### src/pkg/kms_pkg.sv
// Package: constants and types of the keypad matrix scanner
package kms_pkg;
   // ****************************************
   // Widths
   // ****************************************
   localparam int COL_W = 8;
   localparam int ROW_W = 8;
   localparam int MODE_W = 4;

   // ****************************************
   // Column drive modes
   // ****************************************
   // Codes 0..7 select a single column, 8..10 the global states
   typedef enum logic [3:0] {
      KMS_COL0 = 4'h0,
      KMS_COL1 = 4'h1,
      KMS_COL2 = 4'h2,
      KMS_COL3 = 4'h3,
      KMS_COL4 = 4'h4,
      KMS_COL5 = 4'h5,
      KMS_COL6 = 4'h6,
      KMS_COL7 = 4'h7,
      KMS_ALL_LOW = 4'h8,
      KMS_ALL_HIGH = 4'h9,
      KMS_ALL_HIZ = 4'hA
   } kms_mode_t;

   localparam logic [3:0] MODE_RST = 4'hA;
   localparam logic [7:0] ROW_EN_RST = 8'hFF;
   localparam logic [7:0] ROW_DIR_RST = 8'h00;
   localparam logic [7:0] ALL_ONES = 8'hFF;
   localparam logic [7:0] ALL_ZERO = 8'h00;
endpackage : kms_pkg

### src/core/kms_scanner.sv
// Keypad matrix scanner: column driver, row return sampling, keyboard interrupt and wake
// What this block does
// - An eight-line column bus strobes each column of the key matrix in turn.
// - Any one column can be driven high while all other columns float.
// - All columns can also be driven low, driven high, or floated together.
// - The keyboard interrupt is the OR of the enabled row bits that are inputs.
// - An asserted keyboard interrupt also raises a wake request for standby or idle.
// - An 8x8 matrix is scanned with no outside logic; larger ones need glue.
`timescale 1ns/100ps
module kms_scanner
(
   input wire logic sys_clk_i,
   input wire logic rst_i,
   input wire logic [3:0] col_mode_i,
   input wire logic [7:0] row_en_i,
   input wire logic [7:0] row_dir_out_i,
   input wire logic [7:0] row_pin_i,
   output logic [7:0] col_o,
   output logic [7:0] col_oe_o,
   output logic [3:0] col_mode_o,
   output logic [7:0] row_data_o,
   output logic kbd_irq_o,
   output logic wake_o
);
   kms_pkg::kms_mode_t mode_r;
   logic [7:0] row_sync;
   logic [7:0] col_nxt;
   logic [7:0] col_oe_nxt;
   logic irq_nxt;
   logic [7:0] row_live;
   kms_pkg::kms_mode_t mode_nxt;

   // ****************************************
   // Functions
   // ****************************************
   // One-hot select of a single column
   function automatic logic [7:0] kms_onehot(input logic [2:0] idx);
      logic [7:0] sel;
      sel = kms_pkg::ALL_ZERO;
      sel[idx] = 1'b1;
      kms_onehot = sel;
   endfunction : kms_onehot

   // ****************************************
   // Checks and masks
   // ****************************************
   // Codes above the all-float state are not defined
   function automatic logic kms_mode_ok(input logic [3:0] code);
      kms_mode_ok = (code <= kms_pkg::KMS_ALL_HIZ);
   endfunction : kms_mode_ok

   // Row bits that may raise the keyboard interrupt
   // Rows turned to outputs read back our own drive, so they are masked
   function automatic logic [7:0] kms_row_mask
   (
      input logic [7:0] rows,
      input logic [7:0] en,
      input logic [7:0] dir_out
   );
      kms_row_mask = rows & en & ~dir_out;
   endfunction : kms_row_mask

   // ****************************************
   // Row synchroniser
   // ****************************************
   kms_sync u_sync
   (
      .sys_clk_i(sys_clk_i),
      .rst_i(rst_i),
      .async_i(row_pin_i),
      .sync_o(row_sync)
   );

   // ****************************************
   // Mode register
   // ****************************************
   // mode control field
   // Unused codes are refused so the pins never see an undefined drive
   always_ff @(posedge sys_clk_i or posedge rst_i)
   begin
      if (rst_i)
         mode_r <= kms_pkg::kms_mode_t'(kms_pkg::MODE_RST);
      else
         mode_r <= mode_nxt;
   end

   // ****************************************
   // Mode next value
   // ****************************************
   // refused codes hold
   always_comb
   begin
      mode_nxt = mode_r;
      if (kms_mode_ok(col_mode_i))
         mode_nxt = kms_pkg::kms_mode_t'(col_mode_i);
   end

   // ****************************************
   // Column drive decode
   // ****************************************
   always_comb
   begin
      col_nxt = kms_pkg::ALL_ZERO;
      col_oe_nxt = kms_pkg::ALL_ZERO;
      case (mode_r)
         kms_pkg::KMS_ALL_LOW:
         begin
            col_nxt = kms_pkg::ALL_ZERO;
            col_oe_nxt = kms_pkg::ALL_ONES;
         end
         kms_pkg::KMS_ALL_HIGH:
         begin
            col_nxt = kms_pkg::ALL_ONES;
            col_oe_nxt = kms_pkg::ALL_ONES;
         end
         kms_pkg::KMS_ALL_HIZ:
         begin
            col_nxt = kms_pkg::ALL_ZERO;
            col_oe_nxt = kms_pkg::ALL_ZERO;
         end
         // single column high
         // The enable carries the same one-hot so every other column floats
         kms_pkg::KMS_COL0,
         kms_pkg::KMS_COL1,
         kms_pkg::KMS_COL2,
         kms_pkg::KMS_COL3,
         kms_pkg::KMS_COL4,
         kms_pkg::KMS_COL5,
         kms_pkg::KMS_COL6,
         kms_pkg::KMS_COL7:
         begin
            col_nxt = kms_onehot(mode_r[2:0]);
            col_oe_nxt = kms_onehot(mode_r[2:0]);
         end
         // Not reachable; floating is the safe state for the pins
         default:
         begin
            col_nxt = kms_pkg::ALL_ZERO;
            col_oe_nxt = kms_pkg::ALL_ZERO;
         end
      endcase
   end

   // ****************************************
   // Column outputs
   // ****************************************
   // Drive and enable load on the same edge so no column glitches between them
   // registered column strobe
   always_ff @(posedge sys_clk_i or posedge rst_i)
   begin
      if (rst_i)
         col_o <= kms_pkg::ALL_ZERO;
      else
         col_o <= col_nxt;
   end

   always_ff @(posedge sys_clk_i or posedge rst_i)
   begin
      if (rst_i)
         col_oe_o <= kms_pkg::ALL_ZERO;
      else
         col_oe_o <= col_oe_nxt;
   end

   always_ff @(posedge sys_clk_i or posedge rst_i)
   begin
      if (rst_i)
         col_mode_o <= kms_pkg::MODE_RST;
      else
         col_mode_o <= mode_r;
   end

   // ****************************************
   // Row data and interrupt
   // ****************************************
   // OR of enabled input rows
   // Enables and direction act on the last stage only, so a change there shows in one clock
   assign row_live = kms_row_mask(row_sync, row_en_i, row_dir_out_i);
   assign irq_nxt = |row_live;

   // ****************************************
   // Registered row outputs
   // ****************************************
   // Filtered rows as seen by software
   always_ff @(posedge sys_clk_i or posedge rst_i)
   begin
      if (rst_i)
         row_data_o <= kms_pkg::ALL_ZERO;
      else
         row_data_o <= row_sync;
   end

   // Level interrupt: clears itself when the key is released
   // No latch here; a short press can be missed if software polls slowly
   always_ff @(posedge sys_clk_i or posedge rst_i)
   begin
      if (rst_i)
         kbd_irq_o <= 1'b0;
      else
         kbd_irq_o <= irq_nxt;
   end

   // ****************************************
   // Wake request
   // ****************************************
   // wake from standby or idle
   // Taken from the same term as the interrupt so both rise on one edge
   always_ff @(posedge sys_clk_i or posedge rst_i)
   begin
      if (rst_i)
         wake_o <= 1'b0;
      else
         wake_o <= irq_nxt;
   end
endmodule : kms_scanner

### src/core/kms_sync.sv
// Three-stage input synchroniser with agreement filter for the row lines
`timescale 1ns/100ps
module kms_sync
(
   input wire logic sys_clk_i,
   input wire logic rst_i,
   input wire logic [7:0] async_i,
   output logic [7:0] sync_o
);
   logic [7:0] s1_r;
   logic [7:0] s2_r;
   logic [7:0] s3_r;

   // ****************************************
   // Shift chain
   // ****************************************
   always_ff @(posedge sys_clk_i or posedge rst_i)
   begin
      if (rst_i)
      begin
         s1_r <= kms_pkg::ALL_ZERO;
         s2_r <= kms_pkg::ALL_ZERO;
         s3_r <= kms_pkg::ALL_ZERO;
      end
      else
      begin
         s1_r <= async_i;
         s2_r <= s1_r;
         s3_r <= s2_r;
      end
   end

   // ****************************************
   // Agreement
   // ****************************************
   // A bit changes only when stages two and three agree
   always_ff @(posedge sys_clk_i or posedge rst_i)
   begin
      if (rst_i)
         sync_o <= kms_pkg::ALL_ZERO;
      else
         sync_o <= (s2_r & s3_r) | (sync_o & (s2_r ^ s3_r));
   end
endmodule : kms_sync

### config.mk
export PLATFORM = sky130hd
export DESIGN_NAME = kms_scanner
export DESIGN_NICKNAME = d
export VERILOG_FILES = /design/src/pkg/kms_pkg.sv /design/src/core/kms_scanner.sv /design/src/core/kms_sync.sv
export SDC_FILE = /design/constraint.sdc
export NUM_CORES = 1
export LEC_CHECK = 0
export BUFFER_PORTS_ARGS = -buffer_cell sky130_fd_sc_hd__buf_2
export CAP_MARGIN = 20
export CORE_MARGIN = 2
export CORE_UTILIZATION = 45
export DETAILED_ROUTE_END_ITERATION = 10
export MAX_ROUTING_LAYER = met4
export PLACE_DENSITY = 0.66
export SKIP_LAST_GASP = 1
export SLEW_MARGIN = 10
export SYNTH_ARGS = -nofsm -noshare
export SYNTH_HDL_FRONTEND = slang
export SYNTH_SLANG_ARGS = --single-unit
### constraint.sdc
create_clock -name sys_clk_i -period 3.1 [get_ports sys_clk_i]
set_input_delay 0.155 -clock sys_clk_i [delete_from_list [all_inputs] [get_ports sys_clk_i]]
set_output_delay 0.155 -clock sys_clk_i [all_outputs]
set_load 0.005 [all_outputs]
==> flow_summary.yaml <==
critical_path:
  crit_start: "mode_r[2]$_DFFE_PP0P_"
  required_ns: 3.32
  worstRegToRegCells: 4
  start_kind: "flop"
  r2r-start: "mode_r[2]$_DFFE_PP0P_"
  slowest_delay_ns: 0.61
  cp_slowest_cell: "dfrtp_1"
  rrSetupSlack_ns: 1.84
  crit_buf_inv: 1
  r2r-end: "col_o[7]$_DFF_PP0_"
  crit_chain: "inv_1 > nand2_1 > o21a_1 > nor2_1"
  worstPathMaxFanout: 13
  worstSetupPathType: "flop to flop"
  end_kind: "flop"
  cp_data_arrival_time_ns: 1.47
  cp_top_family: "flip-flops"
layout:
  antenna_cells: 0
  area_growth_pct: 26.4
  fin_nets: 258
  layout-drive-gt1-share_pct: 38.2
  layout.cells.non_filler: 279
synthesis:
  ys_top_cells_by_area: "dfrtp_1 71%, dfstp_2 4.9%, ha_1 4.6%, a21o_1 2.8%, nand2_1 2.4%"
  syn-num-nets: 183
  synth_common_cells: "61 x dfrtp_1, 14 x nand2_1, 8 x a21o_1, 8 x a21oi_1, 8 x ha_1"
  synth_area_per_cell_sq_um: 14.9
  ys_ff_latch: 65
  synth_area_sq_um: 2160
  synth_edf_count: 0
  syn_inst: 145
  synth_seq_area_share_pct: 75.6
  async_flop_share_pct: 100
  synth_cell_types: 27
  synth.most_common_cell: "dfrtp_1"
  yosysWarnings: 0
  synth.largest_area_cell: "dfrtp_1"
  synth_top_area_share_pct: 70.7
  synth_ff_type: "dfrtp_1"
power:
  power_frac_comb_pct: 9.4
  clkPwrFrac_pct: 33.8
  p_sw_share_pct: 24.0
  power.leakage_nw: 1.41
  p_seq_share_pct: 56.8
  p_sw_mw: 0.406
  p_int_mw: 1.29
  power.density_nw_per_um2: 621
  peakVddDrop_mv: 0.327
clocking:
  cts_resized: 0
  postCtsSetupBuffers: 0
  clkSinkCount: 65
  htreeDepth: 3
  cts_buffers: 9
  clkSlewWorstSetupHoldPaths_ns: 0.06
  insertion_delay_ns: 0.33
  cts_root_buf: "clkbuf_8"
  clk_path_buf_depth: 2
  cts_tree: "done"
timing:
  period_needed_ns: 1.26
  totalNegativeSetupSlack_ns: 0
  finalCritPeriodShare_pct: 40.5
  worst_pin_slew_ns: 0.908
  whs_ns: -0.00817
  skew_ns: 0.00333
  finalMaxSlewViolations: 0
  relSlewSlack_pct: 39.4
  finalHoldViolCount: 14
  setup_viol: 0
  rsz0062_at_grt: "false"
  fmax_mhz: 796
drt:
  final_antenna_net_count: 0
  first_pass_iters: 4
  finalWirelength_microns: 3710
  route.detailed.drc: 0
  drt_iter0_drc: 102
  vias_per_cell: 4.78
  route.detailed.wl_per_inst_microns: 13.3
  vias: 1335
die:
  die_height_microns: 73.3
  row_count: 25
  design.die.area_sq_um: 5370
  core_area_sq_um: 4660
  initial_core_util_pct: 46.3
  die_x_microns: 73.3
  ios: 60
placed_design:
  place_inst: 255
  portBuffers: 59
  gp_congestion: 0.795
  hpwl_microns: 2540
global_route:
  grt_pass1_wl_microns: 5940
  grt_start_max_net_pins: 57
  first_global_vias: 1323
  grt.overflow.total: 0
  grt_use_total_pct: 16.2
  antenna_found_initial: 0
job:
  cap_violations: 0
worst_hold_path:
  hold_path.class: "primary input to asynchronous set/reset pin"
run_status:
  violations: "hold timing"
  status: "complete, but fails checks"
## state kept, by name, summed over array words and instances, names as in the netlist
| signal | cells |
|---|---|
| mode_r | 4 |
| u_sync.s3_r | 8 |
| wake_o | 1 |
| row_data_o | 8 |
| u_sync.sync_o | 8 |
| col_oe_o | 8 |
| u_sync.s2_r | 8 |
| col_o | 8 |
| col_mode_o | 4 |
| u_sync.s1_r | 8 |
## stage by stage
step	utilization [%]	worst slack [ns]	cell area (sq um)	power [mW]
floorplan	-	1.33	2160	1.06
global route	58.5	1.71	2730	1.78
global placement	53.4	1.88	2490	1.13
detailed placement	53.4	1.82	2490	1.13
CTS	58.5	1.84	2730	1.72
finish	58.5	1.84	2730	1.69
## area by class of cell
class / instances / area (sq um)
clock buffer: 12 / 135
clock inverter: 4 / 20.0
fill: 391 / 1930
inverter: 3 / 12.5
multi-input combinational: 73 / 478
sequential: 65 / 1630
tap: 54 / 67.6
timing repair buffer: 68 / 383
## power by group through the flow
stage          sequential (mW)  clock (mW)  combinational, mW
2_1_floorplan            0.967           0             0.0889
3_3_place_gp             0.976           0              0.150
3_5_place_dp             0.978           0              0.155
4_1_cts                  0.964       0.588              0.164
5_1_grt                  0.972       0.626              0.182
6_report                 0.963       0.572              0.159
## per-layer routing
| layer | vias up | share of wire, % | GRT usage [%] |
|---|---|---|---|
| met1 | 637 | 42 | 17.5 |
| met5 | - | 0 | - |
| met3 | 5 | 6.7 | 6.86 |
| li1 | 643 | - | - |
| met2 | 50 | 49 | 25.3 |
| met4 | 0 | 1.8 | 8.64 |
## cells by family (layout without fill, tap and decap cells)
logic type	Yosys count	count (layout)	share of synthesized area, %
xor+xnor	1	1	0.406
flops	65	65	75.6
buf+inv	7	87	2.26
fa+ha+maj	8	8	4.64
simple gates	33	33	7.59
compound gates	31	31	9.51
## cells in the final DEF (no fill, tap or decap)
master          n
a21boi_1        1
a21o_1          8
a21oi_1         8
a21oi_2         3
a31oi_1         2
buf_2          59
buf_4           1
clkbuf_1        3
clkbuf_8        9
clkinv_2        5
dfrtp_1        61
dfstp_2         4
dlygate4sd3_1   8
ha_1            8
inv_1           1
inv_2           1
nand2_1        14
nand2b_1        2
nand2b_4        1
nand3_1         1
nand3b_1        1
nor2_1          7
nor2_2          1
nor3_1          2
nor3_2          1
nor3b_1         1
o21a_1          2
o22ai_1         7
or2_1           1
or2_2           1
xnor2_1         1
## worst max path at each step
stage	to	depth (start not counted)
final	col_o[7]$_DFF_PP0_	4
after global routing	col_o[7]$_DFF_PP0_	4
after CTS	col_o[7]$_DFF_PP0_	3
after detailed placement	u_sync.s3_r[4]$_DFF_PP0_	3
after global placement	row_data_o[4]$_DFF_PP0_	3
after floorplan	col_mode_o[0]$_DFF_PP0_	1
## repair_timing
action,4_1_cts,5_1_grt
hold buffers,8,0
endpoints found under the setup margin,0,0
hold endpoints to repair,8,0
(Power assumes the default switching activity.)
